## src/verilog/pcap_defines.svh

```systemverilog
// What this block does
// - Each array path selects direct or stored input
// - Input storage is flip-flop or latch
// - Flip-flop form captures on rising clock edge
// - Latch form transparent while clock high
// - Optional clock inversion for the input element
// - Latch and flip-flop combined within one cell
// - Input and output storage share one enable
// - Enable acts on input, output, or both
// - Shared enable is active high, never inverted
// - Enabled flip-flop loads pad on active edge
// - Global set/reset loads initial value; reset clears storage to zero
// - Unused enable behaves as permanently high
//
// Constants of the pad input capture block: register map, fields, reset values.
// Assumes inclusion by every design file that decodes the control word.
`ifndef PCAP_DEFINES_SVH
`define PCAP_DEFINES_SVH

// ==========================================================================
// Register map
`define PCAP_CTRL_OFS 32'h0000_0000
`define PCAP_STATUS_OFS 32'h0000_0004
`define PCAP_WORD_MASK 32'hFFFF_FFFC
`define PCAP_CTRL_RESET 32'h0000_0060
`define PCAP_CTRL_MASK 32'h0000_03FF

// ==========================================================================
// Control fields
`define PCAP_PATH_A_BIT 0
`define PCAP_PATH_B_BIT 1
`define PCAP_MODE_BIT 2
`define PCAP_IN_INV_BIT 3
`define PCAP_INIT_BIT 4
`define PCAP_CE_TGT_MSB 6
`define PCAP_CE_TGT_LSB 5
`define PCAP_CE_USED_BIT 7
`define PCAP_FC_EN_BIT 8
`define PCAP_OUT_INV_BIT 9

// ==========================================================================
// Status fields
`define PCAP_ST_PAD_BIT 0
`define PCAP_ST_IN_Q_BIT 1
`define PCAP_ST_FC_Q_BIT 2
`define PCAP_ST_OUT_Q_BIT 3
`define PCAP_ST_CE_IN_BIT 4
`define PCAP_ST_CE_OUT_BIT 5

// ==========================================================================
// Bus answers
`define PCAP_RESP_OKAY 2'h0
`define PCAP_RESP_SLVERR 2'h2
`define PCAP_DATA_ZERO 32'h0000_0000

`endif

```

## src/verilog/pcap_pkg.sv

```systemverilog
// Types of the pad input capture block.
// Assumes pcap_defines.svh supplies the numeric constants.
package pcap_pkg;

   // =======================================================================
   // Storage element form
   typedef enum logic {
      PCAP_MODE_FLOP = 1'b0,
      PCAP_MODE_LATCH = 1'b1
   } pcap_mode_t;

   // Where the shared enable acts, Gray ordered
   typedef enum logic [1:0] {
      PCAP_CE_NONE = 2'b00,
      PCAP_CE_IN = 2'b01,
      PCAP_CE_BOTH = 2'b11,
      PCAP_CE_OUT = 2'b10
   } pcap_ce_tgt_t;

   // =======================================================================
   // AXI4-Lite carriers
   typedef struct packed {
      logic [31:0] awaddr;
      logic awvalid;
      logic [31:0] wdata;
      logic [3:0] wstrb;
      logic wvalid;
      logic bready;
      logic [31:0] araddr;
      logic arvalid;
      logic rready;
   } pcap_axi_req_t;

   typedef struct packed {
      logic awready;
      logic wready;
      logic [1:0] bresp;
      logic bvalid;
      logic arready;
      logic [31:0] rdata;
      logic [1:0] rresp;
      logic rvalid;
   } pcap_axi_rsp_t;

endpackage

```

## src/verilog/pcap_clk_edge.sv

```systemverilog
// Effective level and rising edge of a sampled storage clock.
// Assumes the clock pin is synchronous to the system clock.
`timescale 1ns/1ps
module pcap_clk_edge (
   input wire logic clk_i,
   input wire logic rst_i,
   input wire logic lvl_i,
   input wire logic inv_i,
   output logic eff_o,
   output logic rise_o
);
   logic prev_reg;

   // =======================================================================
   // Inversion turns rising into falling edge, high into low transparency
   assign eff_o = lvl_i ^ inv_i;

   always_ff @(posedge clk_i) begin
      if (rst_i) begin
         prev_reg <= 1'b0;
      end else begin
         prev_reg <= eff_o;
      end
   end

   // Toggling inversion can fake one edge; change it only while global set/reset is high
   assign rise_o = eff_o & ~prev_reg;
endmodule // pcap_clk_edge

```

## src/verilog/pcap_store_elem.sv

```systemverilog
// One configurable storage element: rising-edge flip-flop or high latch.
// Assumes level and edge come from pcap_clk_edge in the same clock domain.
`timescale 1ns/1ps
module pcap_store_elem (
   input wire logic clk_i,
   input wire logic rst_i,
   input wire logic gsr_i,
   input wire logic init_i,
   input wire pcap_pkg::pcap_mode_t mode_i,
   input wire logic lvl_i,
   input wire logic rise_i,
   input wire logic ce_i,
   input wire logic d_i,
   output logic q_o
);
   import pcap_pkg::*;

   logic q_reg;

   // =======================================================================
   // Global set/reset outranks the clock; reset outranks both and clears
   always_ff @(posedge clk_i) begin
      if (rst_i) begin
         q_reg <= 1'b0;
      end else if (gsr_i) begin
         q_reg <= init_i;
      end else if (ce_i) begin
         unique case (mode_i)
            PCAP_MODE_FLOP: begin
               if (rise_i) begin
                  q_reg <= d_i;
               end
            end
            PCAP_MODE_LATCH: begin
               if (lvl_i) begin
                  q_reg <= d_i;
               end
            end
         endcase
      end
   end

   assign q_o = q_reg;
endmodule // pcap_store_elem

```

## src/verilog/pcap_top.sv

```systemverilog
// Pad input capture: two array paths, input/fast-capture/output storage, AXI4-Lite.
// Assumes pad, storage clocks and enable are synchronous to SYS_CLK_I.
`timescale 1ns/1ps
`include "pcap_defines.svh"
module pcap_top (
   input wire logic SYS_CLK_I,
   input wire logic RESET_I,
   input wire logic PAD_I,
   input wire logic IN_CLK_I,
   input wire logic OUT_CLK_I,
   input wire logic CLK_EN_I,
   input wire logic GLOBAL_SET_RESET_I,
   input wire logic OUT_D_I,
   input wire pcap_pkg::pcap_axi_req_t S_AXI_REQ_I,
   output pcap_pkg::pcap_axi_rsp_t S_AXI_RSP_O,
   output logic ARRAY_INPUT_PATH_A_O,
   output logic ARRAY_INPUT_PATH_B_O,
   output logic OUT_Q_O
);
   import pcap_pkg::*;

   // =======================================================================
   // Declarations
   logic [31:0] ctrl_reg;
   logic [31:0] ctrl_next;
   logic [31:0] status_word;
   logic awready_reg;
   logic wready_reg;
   logic bvalid_reg;
   logic [1:0] bresp_reg;
   logic arready_reg;
   logic rvalid_reg;
   logic [31:0] rdata_reg;
   logic [1:0] rresp_reg;
   logic aw_have_reg;
   logic w_have_reg;
   logic [31:0] awaddr_reg;
   logic [31:0] wdata_reg;
   logic [3:0] wstrb_reg;
   logic aw_fire;
   logic w_fire;
   logic ar_fire;
   logic wr_do;
   logic aw_have_next;
   logic w_have_next;
   logic bvalid_next;
   logic rvalid_next;
   logic [31:0] wr_addr;
   logic [31:0] wr_data;
   logic [3:0] wr_strb;
   logic wr_hit_ctrl;
   logic path_a_reg;
   logic path_b_reg;
   pcap_mode_t in_mode;
   pcap_ce_tgt_t ce_tgt;
   logic ce_pin;
   logic ce_in;
   logic ce_out;
   logic in_eff;
   logic in_rise;
   logic out_eff;
   logic out_rise;
   logic fc_q;
   logic in_q;
   logic out_q;
   logic in_d;
   logic init_val;

   // =======================================================================
   // Control decode
   assign in_mode = pcap_mode_t'(ctrl_reg[`PCAP_MODE_BIT]);
   assign ce_tgt = pcap_ce_tgt_t'(ctrl_reg[`PCAP_CE_TGT_MSB:`PCAP_CE_TGT_LSB]);
   assign init_val = ctrl_reg[`PCAP_INIT_BIT];

   // No inversion on the enable; an unused enable reads as high
   assign ce_pin = ctrl_reg[`PCAP_CE_USED_BIT] ? CLK_EN_I : 1'b1;

   // One enable pin, steered to either element or both
   always_comb begin
      ce_in = 1'b1;
      ce_out = 1'b1;
      unique case (ce_tgt)
         PCAP_CE_NONE: begin
            ce_in = 1'b1;
            ce_out = 1'b1;
         end
         PCAP_CE_IN: begin
            ce_in = ce_pin;
         end
         PCAP_CE_OUT: begin
            ce_out = ce_pin;
         end
         PCAP_CE_BOTH: begin
            ce_in = ce_pin;
            ce_out = ce_pin;
         end
      endcase
   end

   // =======================================================================
   // Storage clocks
   pcap_clk_edge u_in_edge (
      .clk_i(SYS_CLK_I),
      .rst_i(RESET_I),
      .lvl_i(IN_CLK_I),
      .inv_i(ctrl_reg[`PCAP_IN_INV_BIT]),
      .eff_o(in_eff),
      .rise_o(in_rise)
   );

   pcap_clk_edge u_out_edge (
      .clk_i(SYS_CLK_I),
      .rst_i(RESET_I),
      .lvl_i(OUT_CLK_I),
      .inv_i(ctrl_reg[`PCAP_OUT_INV_BIT]),
      .eff_o(out_eff),
      .rise_o(out_rise)
   );

   // =======================================================================
   // Storage elements
   // Fast-capture latch, transparent while the output clock is low
   pcap_store_elem u_fc_latch (
      .clk_i(SYS_CLK_I),
      .rst_i(RESET_I),
      .gsr_i(GLOBAL_SET_RESET_I),
      .init_i(init_val),
      .mode_i(PCAP_MODE_LATCH),
      .lvl_i(~out_eff),
      .rise_i(1'b0),
      .ce_i(1'b1),
      .d_i(PAD_I),
      .q_o(fc_q)
   );

   // Latch ahead of the input element makes the combined pair
   assign in_d = ctrl_reg[`PCAP_FC_EN_BIT] ? fc_q : PAD_I;

   pcap_store_elem u_in_store (
      .clk_i(SYS_CLK_I),
      .rst_i(RESET_I),
      .gsr_i(GLOBAL_SET_RESET_I),
      .init_i(init_val),
      .mode_i(in_mode),
      .lvl_i(in_eff),
      .rise_i(in_rise),
      .ce_i(ce_in),
      .d_i(in_d),
      .q_o(in_q)
   );

   pcap_store_elem u_out_store (
      .clk_i(SYS_CLK_I),
      .rst_i(RESET_I),
      .gsr_i(GLOBAL_SET_RESET_I),
      .init_i(init_val),
      .mode_i(PCAP_MODE_FLOP),
      .lvl_i(out_eff),
      .rise_i(out_rise),
      .ce_i(ce_out),
      .d_i(OUT_D_I),
      .q_o(out_q)
   );

   assign OUT_Q_O = out_q;

   // =======================================================================
   // Array paths; the direct path also costs one register stage
   always_ff @(posedge SYS_CLK_I) begin
      if (RESET_I) begin
         path_a_reg <= 1'b0;
         path_b_reg <= 1'b0;
      end else begin
         path_a_reg <= ctrl_reg[`PCAP_PATH_A_BIT] ? in_q : PAD_I;
         path_b_reg <= ctrl_reg[`PCAP_PATH_B_BIT] ? in_q : PAD_I;
      end
   end

   assign ARRAY_INPUT_PATH_A_O = path_a_reg;
   assign ARRAY_INPUT_PATH_B_O = path_b_reg;

   // =======================================================================
   // AXI4-Lite write channel
   assign aw_fire = S_AXI_REQ_I.awvalid & awready_reg;
   assign w_fire = S_AXI_REQ_I.wvalid & wready_reg;
   assign wr_do = (aw_have_reg | aw_fire) & (w_have_reg | w_fire);
   assign aw_have_next = (aw_have_reg | aw_fire) & ~wr_do;
   assign w_have_next = (w_have_reg | w_fire) & ~wr_do;
   assign bvalid_next = wr_do | (bvalid_reg & ~S_AXI_REQ_I.bready);
   assign wr_addr = aw_have_reg ? awaddr_reg : S_AXI_REQ_I.awaddr;
   assign wr_data = w_have_reg ? wdata_reg : S_AXI_REQ_I.wdata;
   assign wr_strb = w_have_reg ? wstrb_reg : S_AXI_REQ_I.wstrb;
   assign wr_hit_ctrl = (wr_addr & `PCAP_WORD_MASK) == `PCAP_CTRL_OFS;

   // Byte lanes merge into the control word; reserved bits stay zero
   always_comb begin
      ctrl_next = ctrl_reg;
      for (int i = 0; i < 4; i++) begin
         if (wr_strb[i]) begin
            ctrl_next[8*i +: 8] = wr_data[8*i +: 8];
         end
      end
      ctrl_next = ctrl_next & `PCAP_CTRL_MASK;
   end

   always_ff @(posedge SYS_CLK_I) begin
      if (RESET_I) begin
         aw_have_reg <= 1'b0;
         w_have_reg <= 1'b0;
         awaddr_reg <= `PCAP_DATA_ZERO;
         wdata_reg <= `PCAP_DATA_ZERO;
         wstrb_reg <= 4'h0;
         awready_reg <= 1'b0;
         wready_reg <= 1'b0;
         bvalid_reg <= 1'b0;
         bresp_reg <= `PCAP_RESP_OKAY;
      end else begin
         aw_have_reg <= aw_have_next;
         w_have_reg <= w_have_next;
         if (aw_fire) begin
            awaddr_reg <= S_AXI_REQ_I.awaddr;
         end
         if (w_fire) begin
            wdata_reg <= S_AXI_REQ_I.wdata;
            wstrb_reg <= S_AXI_REQ_I.wstrb;
         end
         // Readys fall while a response waits, so one write at a time
         awready_reg <= ~aw_have_next & ~bvalid_next;
         wready_reg <= ~w_have_next & ~bvalid_next;
         bvalid_reg <= bvalid_next;
         if (wr_do) begin
            bresp_reg <= wr_hit_ctrl ? `PCAP_RESP_OKAY : `PCAP_RESP_SLVERR;
         end
      end
   end

   always_ff @(posedge SYS_CLK_I) begin
      if (RESET_I) begin
         ctrl_reg <= `PCAP_CTRL_RESET;
      end else if (wr_do && wr_hit_ctrl) begin
         ctrl_reg <= ctrl_next;
      end
   end

   // =======================================================================
   // AXI4-Lite read channel
   always_comb begin
      status_word = `PCAP_DATA_ZERO;
      status_word[`PCAP_ST_PAD_BIT] = PAD_I;
      status_word[`PCAP_ST_IN_Q_BIT] = in_q;
      status_word[`PCAP_ST_FC_Q_BIT] = fc_q;
      status_word[`PCAP_ST_OUT_Q_BIT] = out_q;
      status_word[`PCAP_ST_CE_IN_BIT] = ce_in;
      status_word[`PCAP_ST_CE_OUT_BIT] = ce_out;
   end

   assign ar_fire = S_AXI_REQ_I.arvalid & arready_reg;
   assign rvalid_next = ar_fire | (rvalid_reg & ~S_AXI_REQ_I.rready);

   always_ff @(posedge SYS_CLK_I) begin
      if (RESET_I) begin
         arready_reg <= 1'b0;
         rvalid_reg <= 1'b0;
         rdata_reg <= `PCAP_DATA_ZERO;
         rresp_reg <= `PCAP_RESP_OKAY;
      end else begin
         arready_reg <= ~rvalid_next;
         rvalid_reg <= rvalid_next;
         if (ar_fire) begin
            if ((S_AXI_REQ_I.araddr & `PCAP_WORD_MASK) == `PCAP_CTRL_OFS) begin
               rdata_reg <= ctrl_reg;
               rresp_reg <= `PCAP_RESP_OKAY;
            end else if ((S_AXI_REQ_I.araddr & `PCAP_WORD_MASK) == `PCAP_STATUS_OFS) begin
               rdata_reg <= status_word;
               rresp_reg <= `PCAP_RESP_OKAY;
            end else begin
               rdata_reg <= `PCAP_DATA_ZERO;
               rresp_reg <= `PCAP_RESP_SLVERR;
            end
         end
      end
   end

   assign S_AXI_RSP_O = {awready_reg, wready_reg, bresp_reg, bvalid_reg,
                         arready_reg, rdata_reg, rresp_reg, rvalid_reg};
endmodule // pcap_top

```

## config.mk

```make
export PLATFORM = sky130hd
export DESIGN_NAME = pcap_top
export DESIGN_NICKNAME = d
export VERILOG_FILES = /design/src/verilog/pcap_pkg.sv /design/src/verilog/pcap_clk_edge.sv /design/src/verilog/pcap_store_elem.sv /design/src/verilog/pcap_top.sv
export VERILOG_INCLUDE_DIRS = /design/src /design/src/verilog
export SDC_FILE = /design/constraint.sdc
export NUM_CORES = 1
export LEC_CHECK = 0
export BUFFER_PORTS_ARGS = -buffer_cell sky130_fd_sc_hd__buf_4
export CORE_MARGIN = 5
export CORE_UTILIZATION = 30
export DETAILED_ROUTE_END_ITERATION = 8
export MAX_ROUTING_LAYER = met4
export REMOVE_ABC_BUFFERS = 1
export SLEW_MARGIN = 20
export SYNTH_ARGS = -nofsm -noshare
export SYNTH_HDL_FRONTEND = slang
export SYNTH_HIERARCHICAL = 1
export SYNTH_SLANG_ARGS = --single-unit
```

## constraint.sdc

```tcl
create_clock -name SYS_CLK_I -period 6.4 [get_ports SYS_CLK_I]
set_clock_uncertainty 0.1 [all_clocks]
set_input_delay 0.64 -clock SYS_CLK_I [delete_from_list [all_inputs] [get_ports SYS_CLK_I]]
set_output_delay 0.64 -clock SYS_CLK_I [all_outputs]
set_load 0.005 [all_outputs]
```

==> results.md <==
- The run finished with clean final reports.
- The total congestion overflow is 0.
- Among all flip-flop cells after synthesis, the most frequent one is sky130_fd_sc_hd__dfxtp_1.
- In the final timing run, aggregate negative setup slack is 0 ps.
- Setup repair after global routing left no endpoint under its margin.
- The endpoint class of the critical path is a register.
- Summed over all nets, the switching power comes to 0.0002760 W.
- Of the post-synthesis cell area, the dominant cell type holds 43.61%.
- The share of layout cells above drive strength 1 is 25.81%.
- The area of the die is 14220 µm².
- The type of origin of the critical path is an input pin.
- The hold-fix buffer count after cts is 0.
- Of all nets on the critical path, the largest fanout is 8.
- The number of global-route vias before repair is 3024.
- The worst relative slew slack is 31.39%.
- Data arrives at the worst endpoint at 2700 ps.
- The CTS tree is yes.
- Max-cap violations in this run came to 0.
- Setup violations remaining at the end of the flow were counted as 0.
- The total standard cell area after synthesis is 3581 µm².
- The number of antenna violations at the first check in global routing came to 0.
- After floorplanning, the core was divided into 40 placement rows.
- VDD sags by at most 103.7 µV.
- The count of flip-flops with a built-in enable after synthesis is 0.
- Once the floorplan was initialized, standard cells occupied 30.19% of the core.
- The hold path startpoint is awaddr_reg[27].
- The routed design could run at a clock period as short as 2582 ps.
- The worst register-to-register path begins at aw_have_reg.
- Dividing the detail-routed via count by the number of cells gives 4.652.
- For the worst flop-to-flop path, the logic depth is 5.
- Yosys attributes the largest share of cell area to sky130_fd_sc_hd__dfxtp_1 (44%), sky130_fd_sc_hd__nand2_1 (10%), sky130_fd_sc_hd__a21oi_1 (7.3%).
- The synthesized netlist contains 40 unique library cells.
- The area growth from synthesis to layout is 28.90%.
- Clock latency on the worst-skew pair, taken at its later pin, is 330 ps.
- The cell count after synthesis came out at 427.
- The final-report hold violation count is 0.
- The most common cell in the synthesized netlist is sky130_fd_sc_hd__nand2_1.
- The share of the Yosys chip area taken by registers is 43.61%.
- In this run the deepest clock path goes through 2 buffers.
- The register with the most flip-flops in the layout has 30 of them.
- The first global-routing pass estimated 14.61 mm of wire.
- The number of detailed-routing iterations run before antenna repair is 4.
- The fill cell instance count of the final layout is 1213.
- The endpoint with the worst hold slack is awaddr_reg[27].
- The cell-internal power is 0.0008356 W.
- The slew at the pin closest to its max-slew limit is 1029 ps.
- The die outline height is 119.3 µm.
- The share of async-settable or async-resettable flops after synthesis is 0%.
- The highest routing layer actually used is met4.
- The max-slew violation count was 0.
- The number of gates resized after cts is 0.
- The biggest area contributor in the post-synthesis netlist is sky130_fd_sc_hd__dfxtp_1.
- The path class of the tightest hold or removal check is register to register.
- The sum of internal, switching and leakage power is 0.001112 W.
- The count of input and output buffers is 104.
- The power density normalized to cell area is 240.8 nW/µm².
- The average instance area after synthesis is 8.386 µm².
- The global placer's final weighted congestion is 0.8016.
- The wire-length estimate of the detail-placed layout is 6.593 mm.
- In this run, flip-flops and latches consume 46.7% of the power.
- The post-placement cell count is 654.
- The switching fraction of total power is 24.83%.
- Entering global routing, the biggest net connects 89 pins.
- For this design the top-level I/O count stands at 157.
- 0 antenna diodes ended up in the layout.
- The H-tree generated during clock tree synthesis spans 3 levels.
- The reg-to-reg endpoint is ctrl_reg[2].
- The clock net sink count is 78.
- In the final routed layout, each cell accounts on average for 13.39 µm.
- The final-stage net count is 631.
- The met3 routed wirelength is 917 µm.
- The clock-pin slew of the registers on the worst-case setup and hold paths is 50 ps.
- Counting the buffers created by CTS gives 9.
- The setup slack of the worst register-to-register path is 3880 ps.
- The global-route usage over all layers is 12.94%.
- The wire length on met2 is 4.191 mm.
- For this run, design rule violations remaining after detail routing come to 0.
- The critical path data required time is 6520 ps.
- The number of storage elements in the synthesis netlist is 78.
- The total area inside the core boundary comes to 11860 µm².
- In this run, the number of DRC markers left after iteration 0 of detailed routing was 161.
- The met1 wire length is 3.767 mm.
- The count of nets left with antenna violations once routing finished came out at 0.
- Per report_power, the clock group accounts for 41.4% of the total.
- The share of the clock period used by the worst path is 40.34%.
- Derived from the worst setup path, the maximum achievable clock frequency is 387.3 MHz.
- Clock tree synthesis selected as its root buffer the cell sky130_fd_sc_hd__clkbuf_16.
- The worst hold path was traced through 2 stages.
- Post-CTS timing repair inserted 0 buffers for setup.
- The die is 119.3 µm wide.
- Ranked by instance count, the synthesized netlist is headed by sky130_fd_sc_hd__nand2_1 (95), sky130_fd_sc_hd__dfxtp_1 (78), sky130_fd_sc_hd__a21oi_1 (52).
- Summed over all cells, the static leakage comes to 1.895 nW.
- The part of the total power dissipated in combinational logic is 11.9%.
- The total number of vias is 3117.
- The total routed wirelength is 8.973 mm.
- Yosys printed 6 warnings.
- The critical path in this run is classified as input pin to register.
- The final non-filler cell total is 670.
## stage by stage
stage / hold slack [ps] / area [µm²] / setup WS [ps] / util [%]
floorplan: 324.7 / 3369 / 3728 / -
global placement: 337.8 / 4342 / 3223 / 36.60
detailed placement: 346.9 / 4347 / 3470 / 36.65
CTS: 355.4 / 4616 / 3808 / 38.91
global route: 371.5 / 4616 / 3767 / 38.91
finish: 351.9 / 4616 / 3818 / 38.91
## per-layer routing
metal	up-vias	GRT usage [%]
met4	0	3.041
li1	1588	-
met1	1386	15.25
met3	9	5.128
met5	-	-
met2	134	20.77
## layout make-up
type | count | area, µm² | share of cell area (%)
sequential | 78 | 1562 | 33.83
timing repair buffer | 105 | 788.3 | 17.08
tap | 147 | 183.9 | 3.985
multi-input combinational | 317 | 1787 | 38.71
inverter | 7 | 26.28 | 0.5693
clock buffer | 11 | 232.7 | 5.042
clock inverter | 5 | 36.28 | 0.7861
## placed cells by master, fill, tap and decap left out, types with 4 or more instances in the layout
cell type | synthesis | routed
sky130_fd_sc_hd__a21oi_1 | 52 | 52
sky130_fd_sc_hd__a22oi_1 | 4 | 4
sky130_fd_sc_hd__a32oi_1 | 4 | 4
sky130_fd_sc_hd__buf_4 | 29 | 105
sky130_fd_sc_hd__clkbuf_16 | 0 | 9
sky130_fd_sc_hd__conb_1 | 2 | 29
sky130_fd_sc_hd__dfxtp_1 | 78 | 78
sky130_fd_sc_hd__inv_1 | 7 | 7
sky130_fd_sc_hd__mux2_1 | 7 | 7
sky130_fd_sc_hd__mux2_4 | 9 | 9
sky130_fd_sc_hd__mux2i_1 | 12 | 12
sky130_fd_sc_hd__nand2_1 | 95 | 95
sky130_fd_sc_hd__nor2_1 | 28 | 28
sky130_fd_sc_hd__nor2b_1 | 12 | 12
sky130_fd_sc_hd__nor3_1 | 10 | 9
sky130_fd_sc_hd__nor4_1 | 10 | 10
sky130_fd_sc_hd__or4_1 | 7 | 7
## power groups by stage
stage,clock network [W],registers (W),logic (W)
2_1_floorplan,0,0.000527,0.0000582
3_3_place_gp,0,0.000530,0.000131
3_5_place_dp,0,0.000531,0.000133
4_1_cts,0.000476,0.000520,0.000134
5_1_grt,0.000498,0.000522,0.000150
6_report,0.000460,0.000519,0.000132
## worst max-delay path, stage by stage
cell,delay [ps]
sky130_fd_sc_hd__buf_4,110
sky130_fd_sc_hd__nor4_1,300
sky130_fd_sc_hd__nand4_1,150
sky130_fd_sc_hd__or4_1,500
sky130_fd_sc_hd__a2111o_1,620
sky130_fd_sc_hd__mux2_4,370
## cell families (layout without fill, tap and decap cells)
| family | count (synthesis) | count (layout) | share of synthesized area, % |
|---|---|---|---|
| buf+inv | 59 | 128 | 9.469 |
| other cells | 2 | 29 | 0.2097 |
| simple gates | 181 | 181 | 23.69 |
| xor+xnor | 2 | 2 | 0.4893 |
| mux | 30 | 30 | 9.958 |
| compound gates | 75 | 75 | 12.58 |
| flops | 78 | 78 | 43.61 |
## how the worst max path moves through the flow
stage                    startpoint      endpoint  slack [ps]  cells after the start
global placement    S_AXI_REQ_I[17]  rdata_reg[4]        3220                      6
detailed placement  S_AXI_REQ_I[75]   ctrl_reg[7]        3470                      6
global route        S_AXI_REQ_I[75]   ctrl_reg[3]        3770                      6
finish              S_AXI_REQ_I[75]   ctrl_reg[2]        3820                      6
floorplan           S_AXI_REQ_I[17]  rdata_reg[4]        3730                      5
CTS                 S_AXI_REQ_I[75]   ctrl_reg[2]        3810                      6
No activity file was read; power rests on OpenSTA's default activity.
